**src/hw/ldc_pkg.sv**
```systemverilog
// package for the low-latency memory command decoder
package ldc_pkg;
  // ----------------------------------------
  // widths
  // ----------------------------------------
  localparam int ADDR_W = 20;
  localparam int BANK_W = 4;
  localparam int MASK_W = 2;
  localparam int NUM_CFG = 3;
  // ----------------------------------------
  // mode register field positions and reset values
  // ----------------------------------------
  localparam int WR_MODE_LO = 3; // two-bit write bank mode field in cfg_reg_two
  localparam int RF_MODE_BIT = 5; // refresh method bit in cfg_reg_two
  localparam logic [19:0] CFG_RESET = 20'h00000;
  localparam logic [1:0] WR_SINGLE = 2'h0;
  localparam logic [1:0] WR_DUAL = 2'h1;
  localparam logic [1:0] WR_QUAD = 2'h2;
  localparam logic [1:0] CFG_SEL_ZERO = 2'h0;
  localparam logic [1:0] CFG_SEL_ONE = 2'h1;
  localparam logic [1:0] CFG_SEL_TWO = 2'h2;

  // decoded command, gray coded along idle -> read -> write -> refresh -> load
  typedef enum logic [2:0] {
    LDC_IDLE = 3'h0,
    LDC_READ = 3'h1,
    LDC_WRITE = 3'h3,
    LDC_RFSH = 3'h2,
    LDC_LOAD = 3'h6
  } ldc_cmd_type;

  // command pins from the controller
  typedef struct packed {
    logic chip_sel_n;
    logic write_en_n;
    logic rfsh_n;
    logic [19:0] addr;
    logic [3:0] bank;
  } ldc_pins_type;

  // operation request handed to the array
  typedef struct packed {
    ldc_cmd_type cmd;
    logic [15:0] banks; // one-hot or multi-hot target banks
    logic [19:0] addr;
  } ldc_op_type;
endpackage : ldc_pkg

```
**src/hw/ldc_bank_sel.sv**
```systemverilog
// bank target expansion for reads, writes and refreshes
module ldc_bank_sel (
  // decoded command
  input wire ldc_pkg::ldc_cmd_type cmd,
  input wire logic [3:0] bank,
  input wire logic [19:0] addr,
  // mode settings
  input wire logic [1:0] wr_mode,
  input wire logic rf_multi,
  // result
  output logic [15:0] banks
);
  logic [3:0] keep;
  // --------------------------------
  // per-bank match
  // --------------------------------
  // dual writes use bank[2:0] and quad bank[1:0]; the unused top bits fan the write out
  always_comb begin
    unique case (wr_mode)
      ldc_pkg::WR_DUAL: keep = 4'h7;
      ldc_pkg::WR_QUAD: keep = 4'h3;
      default: keep = 4'hF;
    endcase
  end
  for (genvar b = 0; b < 16; b++) begin : g_bank
    always_comb begin
      banks[b] = 1'b0;
      unique case (cmd)
        ldc_pkg::LDC_READ: banks[b] = (bank == 4'(b));
        ldc_pkg::LDC_WRITE: banks[b] = ((bank & keep) == (4'(b) & keep));
        ldc_pkg::LDC_RFSH:
          // multibank takes the whole target set from address bits [15:0]
          if (rf_multi) banks[b] = addr[b];
          else banks[b] = (bank == 4'(b));
        default: banks[b] = 1'b0;
      endcase
    end
  end
endmodule // ldc_bank_sel

```
**src/hw/ldc_decoder.sv**
```systemverilog
// command decoder and mode register file
// Functional notes
// - sample commands on rising clock only
// - chip select high is idle, nothing starts
// - decode write enable and refresh strobe
// - mode load stores address, bank picks register
// - mode registers hold until reload or reset
// - read targets one bank and location
// - write targets one, two or four banks
// - masked write portions are discarded
// - single or multibank refresh by mode
// - refresh uses bank or address inputs only
module ldc_decoder (
  // clock and reset
  input wire logic clock,
  input wire logic reset_n,
  // command and address pins
  input wire ldc_pkg::ldc_pins_type pins,
  input wire logic [1:0] write_mask,
  // operation towards the array
  output ldc_pkg::ldc_op_type op,
  output logic op_valid,
  output logic [1:0] write_keep,
  // mode register contents
  output logic [19:0] cfg_reg_zero,
  output logic [19:0] cfg_reg_one,
  output logic [19:0] cfg_reg_two
);
  typedef struct packed {
    ldc_pkg::ldc_op_type op;
    logic op_valid;
    logic [1:0] keep;
    logic [19:0] cfg0;
    logic [19:0] cfg1;
    logic [19:0] cfg2;
  } ldc_state_type;

  ldc_state_type state_reg;
  ldc_state_type state_next;
  ldc_pkg::ldc_cmd_type cmd;
  logic [15:0] banks;

  // ----------------------------------------
  // command decode
  // ----------------------------------------
  // pins are sampled once per rising edge; nothing is latched mid-cycle
  always_comb begin
    if (pins.chip_sel_n) cmd = ldc_pkg::LDC_IDLE;
    else begin
      unique case ({pins.write_en_n, pins.rfsh_n})
        2'h0: cmd = ldc_pkg::LDC_LOAD;
        2'h1: cmd = ldc_pkg::LDC_WRITE;
        2'h3: cmd = ldc_pkg::LDC_READ;
        2'h2: cmd = ldc_pkg::LDC_RFSH;
      endcase
    end
  end

  ldc_bank_sel u_bank_sel (
    .cmd(cmd),
    .bank(pins.bank),
    .addr(pins.addr),
    .wr_mode(state_reg.cfg2[ldc_pkg::WR_MODE_LO +: 2]),
    .rf_multi(state_reg.cfg2[ldc_pkg::RF_MODE_BIT]),
    .banks(banks)
  );

  // ----------------------------------------
  // next state
  // ----------------------------------------
  // the op register is one cycle deep; earlier ops belong to the array and are
  // never cancelled by an idle cycle
  always_comb begin
    state_next = state_reg;
    state_next.op.cmd = cmd;
    state_next.op.banks = banks;
    // refresh in multibank mode ignores the bank pins, single ignores address
    state_next.op.addr = (cmd == ldc_pkg::LDC_RFSH) ? 20'h00000 : pins.addr;
    state_next.op_valid = (cmd != ldc_pkg::LDC_IDLE) && (cmd != ldc_pkg::LDC_LOAD);
    // mask low means write that portion
    state_next.keep = (cmd == ldc_pkg::LDC_WRITE) ? ~write_mask : 2'h0;
    if (cmd == ldc_pkg::LDC_LOAD) begin
      unique case (pins.bank[1:0])
        ldc_pkg::CFG_SEL_ZERO: state_next.cfg0 = pins.addr;
        ldc_pkg::CFG_SEL_ONE: state_next.cfg1 = pins.addr;
        ldc_pkg::CFG_SEL_TWO: state_next.cfg2 = pins.addr;
        default: state_next.cfg0 = state_reg.cfg0; // select 3 has no register
      endcase
    end
  end

  // ----------------------------------------
  // state register
  // ----------------------------------------
  always_ff @(posedge clock) begin
    if (!reset_n) begin
      state_reg.op <= '{cmd: ldc_pkg::LDC_IDLE, banks: 16'h0000, addr: 20'h00000};
      state_reg.op_valid <= 1'b0;
      state_reg.keep <= 2'h0;
      state_reg.cfg0 <= ldc_pkg::CFG_RESET;
      state_reg.cfg1 <= ldc_pkg::CFG_RESET;
      state_reg.cfg2 <= ldc_pkg::CFG_RESET;
    end else begin
      state_reg <= state_next;
    end
  end

  assign op = state_reg.op;
  assign op_valid = state_reg.op_valid;
  assign write_keep = state_reg.keep;
  assign cfg_reg_zero = state_reg.cfg0;
  assign cfg_reg_one = state_reg.cfg1;
  assign cfg_reg_two = state_reg.cfg2;

  // ----------------------------------------
  // checks
  // ----------------------------------------
  a_idle_no_op: assert property (@(posedge clock) disable iff (!reset_n)
    pins.chip_sel_n |=> !op_valid) else $error("idle cycle started an op");
  a_decode_read: assert property (@(posedge clock) disable iff (!reset_n)
    (!pins.chip_sel_n && pins.write_en_n && pins.rfsh_n) |=> op.cmd == ldc_pkg::LDC_READ)
    else $error("read not decoded");
  a_load_stores: assert property (@(posedge clock) disable iff (!reset_n)
    (!pins.chip_sel_n && !pins.write_en_n && !pins.rfsh_n && pins.bank[1:0] == 2'h1)
    |=> cfg_reg_one == $past(pins.addr)) else $error("mode load lost");
  a_cfg_hold: assert property (@(posedge clock) disable iff (!reset_n)
    (pins.chip_sel_n || pins.write_en_n || pins.rfsh_n) |=> $stable(cfg_reg_two))
    else $error("mode register changed");
  a_read_bank: assert property (@(posedge clock) disable iff (!reset_n)
    (!pins.chip_sel_n && pins.write_en_n && pins.rfsh_n)
    |=> op.banks == (16'h0001 << $past(pins.bank)) && op.addr == $past(pins.addr))
    else $error("read bank wrong");
  a_write_count: assert property (@(posedge clock) disable iff (!reset_n)
    (op_valid && op.cmd == ldc_pkg::LDC_WRITE && cfg_reg_two[4:3] == 2'h2)
    |-> $countones(op.banks) == 4) else $error("quad write bank count");
  a_mask_keep: assert property (@(posedge clock) disable iff (!reset_n)
    (!pins.chip_sel_n && !pins.write_en_n && pins.rfsh_n)
    |=> write_keep == ~$past(write_mask)) else $error("write mask wrong");
  a_rfsh_single: assert property (@(posedge clock) disable iff (!reset_n)
    (!pins.chip_sel_n && pins.write_en_n && !pins.rfsh_n && !cfg_reg_two[5])
    |=> op.banks == (16'h0001 << $past(pins.bank))) else $error("refresh bank wrong");
  a_rfsh_multi: assert property (@(posedge clock) disable iff (!reset_n)
    (op_valid && op.cmd == ldc_pkg::LDC_RFSH && cfg_reg_two[5] && $stable(cfg_reg_two))
    |-> op.banks == $past(pins.addr[15:0])) else $error("multibank refresh wrong");

  // ----------------------------------------
  // decode checks
  // ----------------------------------------
  // every selected code lands in the op register one edge later; a mode load must
  // never reach the array, since the array has no use for a register opcode
  a_decode_write: assert property (@(posedge clock) disable iff (!reset_n)
    (!pins.chip_sel_n && !pins.write_en_n && pins.rfsh_n)
    |=> op_valid && op.cmd == ldc_pkg::LDC_WRITE) else $error("write not decoded");
  a_decode_rfsh: assert property (@(posedge clock) disable iff (!reset_n)
    (!pins.chip_sel_n && pins.write_en_n && !pins.rfsh_n)
    |=> op_valid && op.cmd == ldc_pkg::LDC_RFSH) else $error("refresh not decoded");
  a_load_no_op: assert property (@(posedge clock) disable iff (!reset_n)
    (!pins.chip_sel_n && !pins.write_en_n && !pins.rfsh_n)
    |=> !op_valid) else $error("mode load reached the array");
  // a pulse must always carry an array command, never the idle or load code
  a_op_kind: assert property (@(posedge clock) disable iff (!reset_n)
    op_valid |-> (op.cmd != ldc_pkg::LDC_IDLE) && (op.cmd != ldc_pkg::LDC_LOAD))
    else $error("op pulse without an array command");

  // ----------------------------------------
  // mode register checks
  // ----------------------------------------
  // only the register picked by bank[1:0] moves; select 3 names no register at all
  a_load_zero: assert property (@(posedge clock) disable iff (!reset_n)
    (!pins.chip_sel_n && !pins.write_en_n && !pins.rfsh_n
      && pins.bank[1:0] == ldc_pkg::CFG_SEL_ZERO)
    |=> cfg_reg_zero == $past(pins.addr) && $stable(cfg_reg_one))
    else $error("mode load to register zero lost");
  a_load_two: assert property (@(posedge clock) disable iff (!reset_n)
    (!pins.chip_sel_n && !pins.write_en_n && !pins.rfsh_n
      && pins.bank[1:0] == ldc_pkg::CFG_SEL_TWO)
    |=> cfg_reg_two == $past(pins.addr) && $stable(cfg_reg_zero))
    else $error("mode load to register two lost");
  a_load_spare: assert property (@(posedge clock) disable iff (!reset_n)
    (!pins.chip_sel_n && !pins.write_en_n && !pins.rfsh_n
      && pins.bank[1:0] == 2'h3)
    |=> $stable(cfg_reg_zero) && $stable(cfg_reg_one) && $stable(cfg_reg_two))
    else $error("unused mode select changed a register");
  // anything but a mode load, idle cycles included, must leave the settings alone
  a_cfg_keep: assert property (@(posedge clock) disable iff (!reset_n)
    (pins.chip_sel_n || pins.write_en_n || pins.rfsh_n)
    |=> $stable(cfg_reg_zero) && $stable(cfg_reg_one)) else $error("mode register drifted");
  // reset is synchronous, so the cleared values show one edge after reset is seen low
  a_reset_clear: assert property (@(posedge clock)
    !reset_n |=> (cfg_reg_zero == ldc_pkg::CFG_RESET) && (cfg_reg_one == ldc_pkg::CFG_RESET)
      && (cfg_reg_two == ldc_pkg::CFG_RESET) && !op_valid)
    else $error("reset left state behind");

  // ----------------------------------------
  // bank target checks
  // ----------------------------------------
  // the named bank is always a target; dual and quad writes add the banks that differ
  // only in the bank bits above the ones the mode uses
  a_write_home: assert property (@(posedge clock) disable iff (!reset_n)
    (!pins.chip_sel_n && !pins.write_en_n && pins.rfsh_n)
    |=> op.banks[$past(pins.bank)] && op.addr == $past(pins.addr))
    else $error("write missed its own bank");
  a_write_single: assert property (@(posedge clock) disable iff (!reset_n)
    (!pins.chip_sel_n && !pins.write_en_n && pins.rfsh_n
      && cfg_reg_two[ldc_pkg::WR_MODE_LO +: 2] == ldc_pkg::WR_SINGLE)
    |=> op.banks == (16'h0001 << $past(pins.bank))) else $error("single write banks wrong");
  a_write_dual: assert property (@(posedge clock) disable iff (!reset_n)
    (!pins.chip_sel_n && !pins.write_en_n && pins.rfsh_n
      && cfg_reg_two[ldc_pkg::WR_MODE_LO +: 2] == ldc_pkg::WR_DUAL)
    |=> op.banks == (16'h0101 << $past(pins.bank[2:0]))) else $error("dual write banks wrong");
  a_write_quad: assert property (@(posedge clock) disable iff (!reset_n)
    (!pins.chip_sel_n && !pins.write_en_n && pins.rfsh_n
      && cfg_reg_two[ldc_pkg::WR_MODE_LO +: 2] == ldc_pkg::WR_QUAD)
    |=> op.banks == (16'h1111 << $past(pins.bank[1:0]))) else $error("quad write banks wrong");

  // ----------------------------------------
  // array handoff checks
  // ----------------------------------------
  // the keep mask only means something beside a write; refresh carries no location
  a_keep_clear: assert property (@(posedge clock) disable iff (!reset_n)
    !(!pins.chip_sel_n && !pins.write_en_n && pins.rfsh_n)
    |=> write_keep == 2'h0) else $error("keep mask outside a write");
  a_rfsh_addr: assert property (@(posedge clock) disable iff (!reset_n)
    (!pins.chip_sel_n && pins.write_en_n && !pins.rfsh_n)
    |=> op.addr == 20'h00000) else $error("refresh carried a location");
endmodule // ldc_decoder

```
**config.mk**
```make
export PLATFORM = sky130hd
export DESIGN_NAME = ldc_decoder
export DESIGN_NICKNAME = d
export VERILOG_FILES = /design/src/hw/ldc_pkg.sv /design/src/hw/ldc_bank_sel.sv /design/src/hw/ldc_decoder.sv
export SDC_FILE = /design/constraint.sdc
export NUM_CORES = 1
export LEC_CHECK = 0
export ABC_AREA = 1
export BUFFER_PORTS_ARGS = -buffer_cell sky130_fd_sc_hd__buf_2
export CAP_MARGIN = 20
export CORE_UTILIZATION = 54
export DETAILED_ROUTE_END_ITERATION = 8
export PLACE_DENSITY = 0.95
export SKIP_LAST_GASP = 1
export SYNTH_ARGS = -nofsm -noshare
export SYNTH_HDL_FRONTEND = slang
export SYNTH_SLANG_ARGS = --single-unit
```
**constraint.sdc**
```tcl
create_clock -name clock -period 3.3 [get_ports clock]
set_input_delay 0.165 -clock clock [delete_from_list [all_inputs] [get_ports clock]]
set_output_delay 0.165 -clock clock [all_outputs]
set_load 0.02 [all_outputs]
```
==> results.sh, run 1 <==
export IMPL_grt_max_degree=41
export IMPL_clkSinkCount=102
export IMPL_final_period_utilization_pct=49.2
export IMPL_synth_top_area_share_pct=51.4
export IMPL_r2r_end="op[35]$_SDFF_PN0_"
export IMPL_drive_gt1_share_pct=24.7
export IMPL_regToRegStartpoint="cfg_reg_two[5]$_SDFFE_PN0P_"
export IMPL_post_dp_cell_area_sq_um=4580
export IMPL_grt_util_all_layers_pct=29.2
export IMPL_p_leak_nw=2.59
export IMPL_synth_cell_types=19
export IMPL_reg2reg_depth=6
export IMPL_initial_core_util_pct=57.2
export IMPL_clk_path_buf_depth=2
export IMPL_hold_depth=2
export IMPL_viasPerCell=5.33
export IMPL_synth_avg_cell_area_sq_um=7.52
export IMPL_ys_seq_elements=102
export IMPL_crit_type="flip-flop to flip-flop"
export IMPL_yosysSeqAreaShare_pct=51.4
export IMPL_r2r_slack_ps=1680
export IMPL_slew_violations=0
export IMPL_antenna_found_initial=0
export IMPL_synthAdderAreaFrac_pct=0.315
export IMPL_cts_inserted_buffers=9
export IMPL_num_nets_final=676
export IMPL_worstMarginPinSlew_ps=916
export IMPL_cts_root_buf="clkbuf_8"
export IMPL_die_area_sq_um=7700
export IMPL_synth_area_leader_cell="dfxtp_1"
export IMPL_synth_simple_area_share_pct=25.1
export IMPL_die_w_um=87.8
export IMPL_grt_pass1_wl_um=17200
export IMPL_num_rows=30
export IMPL_detail_route_wl_per_cell_um=14.5
export IMPL_skew_ps=3.22
export IMPL_ir_drop_uv=293
export IMPL_tns_ps=0
export IMPL_rsz0062_at_grt="no"
export IMPL_die_h_um=87.8
export IMPL_tritoncts="built"
export IMPL_holdCritPathClass="input pin to flip-flop"
export IMPL_relSlewSlack_pct=38.9
export IMPL_fin_util_pct=68.7
export IMPL_htree_levels=3
export IMPL_cts_resized=0
export IMPL_nFillCells=602
export IMPL_hold_end="op[37]$_SDFF_PN0_"
export IMPL_holdWs_ps=68.6
export IMPL_min_delay_start="pins[24]"
export IMPL_cp_arrival_ps=1900
export IMPL_port_buffers=132
export IMPL_synthesis_nets=560
export IMPL_hpwl_um=7720
export IMPL_clkTransAtPathRegs_ps=90
export IMPL_antenna_left=0
export IMPL_finalSetupViolCount=0
export IMPL_gr_total_overflow=0
export IMPL_firstDrtPassIters=4
export IMPL_required_ps=3570
export IMPL_powerDensity_nw_per_um2=468
export IMPL_fin_area_sq_um=4770
export IMPL_synth_area_leaders="dfxtp_1 51%, nand2_1 9.9%, a21oi_1 7.8%"
export IMPL_synth_cells=528
export IMPL_route_vias_total=3974
export IMPL_drt_iter0_drc=228
export IMPL_synth_top_family_by_area="simple AND/OR/NAND/NOR gates"
export IMPL_clk_insertion_delay_late_ps=370
export IMPL_grt_pass1_vias=3670
export IMPL_core_area_sq_um=6940
export IMPL_diodes=0
export IMPL_areaGrowthSynthToFinish_pct=20.1
export IMPL_muxShareOfSynthArea_pct=0
export IMPL_cp_start_kind="flip-flop"
export IMPL_finalHoldViolCount=0
export IMPL_status="completed"
export IMPL_maxClockFrequency_ghz=0.616
export IMPL_ios=133
export IMPL_cp_max_fo=32
export IMPL_routed_wl_um=10800
export IMPL_synth_compound_area_share_pct=13.2
export IMPL_end_kind="flip-flop"
export IMPL_ys_warnings_count=0
export IMPL_period_minus_slack_ps=1620
export IMPL_synth_xor_area_share_pct=0
export IMPL_max_cap_violations=0
export IMPL_drc=0
export IMPL_place_congestion=0.920
export IMPL_netlist_area_sq_um=3970
-- through the flow --
step,worst slack [ps],std cells,power (mW)
after CTS,1720,745,2.24
after detailed placement,1560,727,1.54
final,1680,745,2.23
after global routing,1460,745,2.32
after global placement,1670,727,1.53
after floorplan,1930,528,1.45
-- state kept, by name, indices dropped and copies added (netlist names) --
register	cells
op_valid	1
cfg_reg_two	20
cfg_reg_one	20
cfg_reg_zero	20
op	39
write_keep	2
-- repair_timing --
item | CTS | global route
setup buffers | 0 | 0
hold buffers | 2 | 0
endpoints found under the hold margin | 2 | 0
-- cell usage in the layout (no fill, tap or decap), drive strengths merged, types with 3 or more instances in the layout --
master	netlist	final
a21oi	62	62
dfxtp	102	102
nor2	72	72
o21ai	43	43
nand2	107	107
clkinv	0	3
inv	54	57
buf	25	134
nand3	54	54
clkbuf	6	10
-- routing by layer --
metal	vias to the layer above	track usage [%]	part of all wire, %
li1	1903	-	-
met1	1838	35.9	40
met2	205	49.3	49
met3	28	6.79	9.2
met4	0	12.1	2.3
met5	-	0	0
-- where the power goes --
group	total, mW	switching [mW]	leakage (nW)	internal [mW]
combinational	0.238	0.172	1.67	0.0663
clock	0.720	0.438	0.0927	0.282
sequential	1.27	0.0123	0.830	1.26
-- critical path: stages (launching register included) --
cell,delay [ps]
dfxtp_1,350
inv_1,670
o21ai_0,220
nand2_1,120
nand3_1,70
nand2_1,60
inv_1,40
-- Yosys cell counts --
master,number
nand2_2,1
buf_6,3
a21oi_1,62
nor3_1,2
nand2_4,1
nand3_2,1
o21ai_0,33
nor2_4,4
nor2_1,68
dfxtp_1,102
nand3_1,53
nand2_1,105
o21ai_1,10
buf_4,10
inv_2,3
clkbuf_1,6
ha_1,1
inv_1,51
buf_2,12
-- area by class of cell --
type | instances | area (sq um) | area share [%]
Clock buffer | 10 | 128 | 2.68
Multi-Input combinational cell | 341 | 1540 | 32.2
Sequential cell | 102 | 2040 | 42.8
Timing Repair Buffer | 136 | 696 | 14.6
Tap cell | 96 | 120 | 2.52
Clock inverter | 6 | 43.8 | 0.918
Inverter | 54 | 203 | 4.25
-- how the worst max path moves through the flow --
stage,startpoint,end,cells past startpoint
after floorplan,cfg_reg_two[3]$_SDFFE_PN0P_,op[21]$_SDFF_PN0_,9
after global placement,pins[24],cfg_reg_zero[11]$_SDFFE_PN0P_,7
after detailed placement,pins[24],cfg_reg_zero[16]$_SDFFE_PN0P_,7
after CTS,cfg_reg_two[5]$_SDFFE_PN0P_,op[34]$_SDFF_PN0_,6
after global routing,cfg_reg_two[5]$_SDFFE_PN0P_,op[24]$_SDFF_PN0_,7
final,cfg_reg_two[5]$_SDFFE_PN0P_,op[35]$_SDFF_PN0_,6
-- kinds of logic (layout without fill, tap and decap cells) --
| kind of cell | after synthesis | in the layout |
|---|---|---|
| flops | 102 | 102 |
| buf+inv | 85 | 206 |
| simple gates | 235 | 235 |
| compound gates | 105 | 105 |
| fa+ha+maj | 1 | 1 |
Note: power is estimated with default switching activity, not from simulation.
==> run 2: changes to the inputs <==
--- a/config.mk
+++ b/config.mk
@@ -8,9 +8,9 @@
 export ABC_AREA = 1
 export BUFFER_PORTS_ARGS = -buffer_cell sky130_fd_sc_hd__buf_2
 export CAP_MARGIN = 20
-export CORE_UTILIZATION = 54
+export CORE_UTILIZATION = 50
 export DETAILED_ROUTE_END_ITERATION = 8
-export PLACE_DENSITY = 0.95
+export PLACE_DENSITY = 0.9
 export SKIP_LAST_GASP = 1
 export SYNTH_ARGS = -nofsm -noshare
 export SYNTH_HDL_FRONTEND = slang
==> constraint.sdc (replaced) <==
create_clock -name clock -period 1.7 [get_ports clock]
set_input_delay 0.085 -clock clock [delete_from_list [all_inputs] [get_ports clock]]
set_output_delay 0.085 -clock clock [all_outputs]
set_load 0.02 [all_outputs]
==> results.sh, run 2 (synthesis results as in run 1) <==
export IMPL_firstDrtPassIters=6
export IMPL_r2r_slack_ps=230
export IMPL_num_rows=32
export IMPL_finalHoldViolCount=0
export IMPL_powerDensity_nw_per_um2=903
export IMPL_worstMarginPinSlew_ps=749
export IMPL_crit_type="input pin to flip-flop"
export IMPL_grt_pass1_wl_um=17800
export IMPL_period_minus_slack_ps=1600
export IMPL_final_common_cell="buf_2"
export IMPL_r2r_end="op[22]$_SDFF_PN0_"
export IMPL_cts_inserted_buffers=9
export IMPL_slowest_stage="dlygate4sd3_1"
export IMPL_viasPerCell=5.18
export IMPL_rsz0062_at_grt="no"
export IMPL_areaGrowthSynthToFinish_pct=24.0
export IMPL_met2_usage_pct=47.1
export IMPL_grt_pass1_vias=3765
export IMPL_cp_start_kind="input pin"
export IMPL_cp_slowest_stage_delay_ps=540
export IMPL_cts_resized=0
export IMPL_tritoncts="built"
export IMPL_htree_levels=3
export IMPL_post_cts_buffers=0
export IMPL_place_congestion=0.901
export IMPL_die_h_um=91.1
export IMPL_ios=133
export IMPL_routed_wl_um=11000
export IMPL_final_period_utilization_pct=94.0
export IMPL_skew_ps=3.67
export IMPL_grt_max_degree=41
export IMPL_clk_insertion_delay_late_ps=370
export IMPL_crit_top_cell="nand2_1"
export IMPL_antenna_left=0
export IMPL_initial_core_util_pct=51.7
export IMPL_end_kind="flip-flop"
export IMPL_diodes=0
export IMPL_post_dp_cell_area_sq_um=4630
export IMPL_slew_violations=0
export IMPL_tns_ps=0
export IMPL_path_cells="dlygate4sd3_1 -> buf_2 -> nor2_4 -> nand2_4 -> inv_2 -> nand2_1 -> nand2_1 -> a21oi_1"
export IMPL_startpoint="pins[24]"
export IMPL_drc=0
export IMPL_finalSetupViolCount=0
export IMPL_regToRegStartpoint="cfg_reg_two[3]$_SDFFE_PN0P_"
export IMPL_ir_drop_uv=452
export IMPL_cts_root_buf="clkbuf_8"
export IMPL_holdCritPathClass="input pin to flip-flop"
export IMPL_hold_depth=3
export IMPL_hpwl_um=7840
export IMPL_maxClockFrequency_ghz=0.626
export IMPL_relSlewSlack_pct=50.0
export IMPL_final_cell_mix="132 x buf_2, 105 x nand2_1, 102 x dfxtp_1, 67 x nor2_1, 62 x a21oi_1"
export IMPL_core_area_sq_um=7690
export IMPL_p_leak_nw=2.66
export IMPL_clkTransAtPathRegs_ps=110
export IMPL_largest_reg_flops=39
export IMPL_status="completed"
export IMPL_required_ps=1920
export IMPL_detail_route_wl_per_cell_um=14.4
export IMPL_max_cap_violations=0
export IMPL_cp_arrival_ps=1820
export IMPL_critPathCapture="cfg_reg_zero[5]$_SDFFE_PN0P_"
export IMPL_port_buffers=132
export IMPL_use_met3_pct=4.19
export IMPL_clkSinkCount=102
export IMPL_reg2reg_depth=9
export IMPL_cp_max_fo=20
export IMPL_regMostFlops="op"
export IMPL_fin_area_sq_um=4920
export IMPL_num_nets_final=690
export IMPL_drt_iter0_drc=263
export IMPL_die_area_sq_um=8300
export IMPL_use_met1_pct=33.5
export IMPL_die_w_um=91.1
export IMPL_route_vias_total=3966
export IMPL_gr_total_overflow=0
export IMPL_drive_gt1_share_pct=25.0
export IMPL_antenna_found_initial=0
export IMPL_grt_util_all_layers_pct=27.1
export IMPL_clk_path_buf_depth=2
export IMPL_busiest_layer="met2"
run 2: cell types whose count changed in the layout (fill, tap and decap cells not counted):
cell and delta:
inv_8 +1, clkinv_2 -3, dlygate4sd3_1 +8, inv_6 -1, clkinv_8 +1, clkinv_4 +2
buf_4 +6
run 2: final cells by class:
class                      count  area, sq um
multi-input combinational    341         1540
tap                          102          128
inverter                      54          203
timing repair buffer         150          821
clock inverter                 6         65.1
clock buffer                  10          128
sequential                   102         2040
fill                         704         2760
run 2: worst max-delay path: cells and delay by family:
family / cells / cell delay (ps)
AOI/OAI and AO/OA: 1 / 90
and+or+nand+nor: 4 / 860
buffers and inverters: 3 / 770
run 2: per-stage QoR:
stage / worst slack, ps / hold slack (ps) / utilization, % / power (mW) / cells
after CTS: 143 / 3.90 / 64.0 / 4.46 / 765
final: 102 / 11.2 / 64.0 / 4.45 / 765
after floorplan: 335 / 162 / - / 2.82 / 528
after global routing: 12.6 / 11.0 / 64.0 / 4.61 / 765
after global placement: 307 / 251 / 60.2 / 2.97 / 739
after detailed placement: 236 / 261 / 60.2 / 2.99 / 739
run 2: timing repair:
item | 4_1_cts | 5_1_grt
hold buffers | 10 | 0
endpoints found under the setup margin | 0 | 0
hold endpoints to repair | 10 | 0
run 2: worst min-delay path by stage:
stage	startpoint	endpoint	slack, ps
floorplan	write_mask[1]	write_keep[1]$_SDFF_PN0_	160
global placement	write_mask[0]	write_keep[0]$_SDFF_PN0_	250
detailed placement	write_mask[1]	write_keep[1]$_SDFF_PN0_	260
CTS	pins[10]	op[6]$_SDFF_PP0_	4
global route	pins[10]	op[6]$_SDFF_PP0_	10
finish	pins[4]	op[0]$_SDFF_PP0_	10
run 2: routing by layer:
metal | vias to the layer above | part of all wire, %
met5 | - | 0
met4 | 0 | 2.4
met3 | 25 | 6.7
met2 | 174 | 49
met1 | 1832 | 42
li1 | 1935 | -
run 2: power by group:
| group | switching, mW | internal [mW] | leakage (nW) |
|---|---|---|---|
| combinational | 0.337 | 0.146 | 1.74 |
| clock | 0.912 | 0.577 | 0.0977 |
| sequential | 0.0241 | 2.45 | 0.830 |
| total | 1.27 | 3.17 | 2.66 |
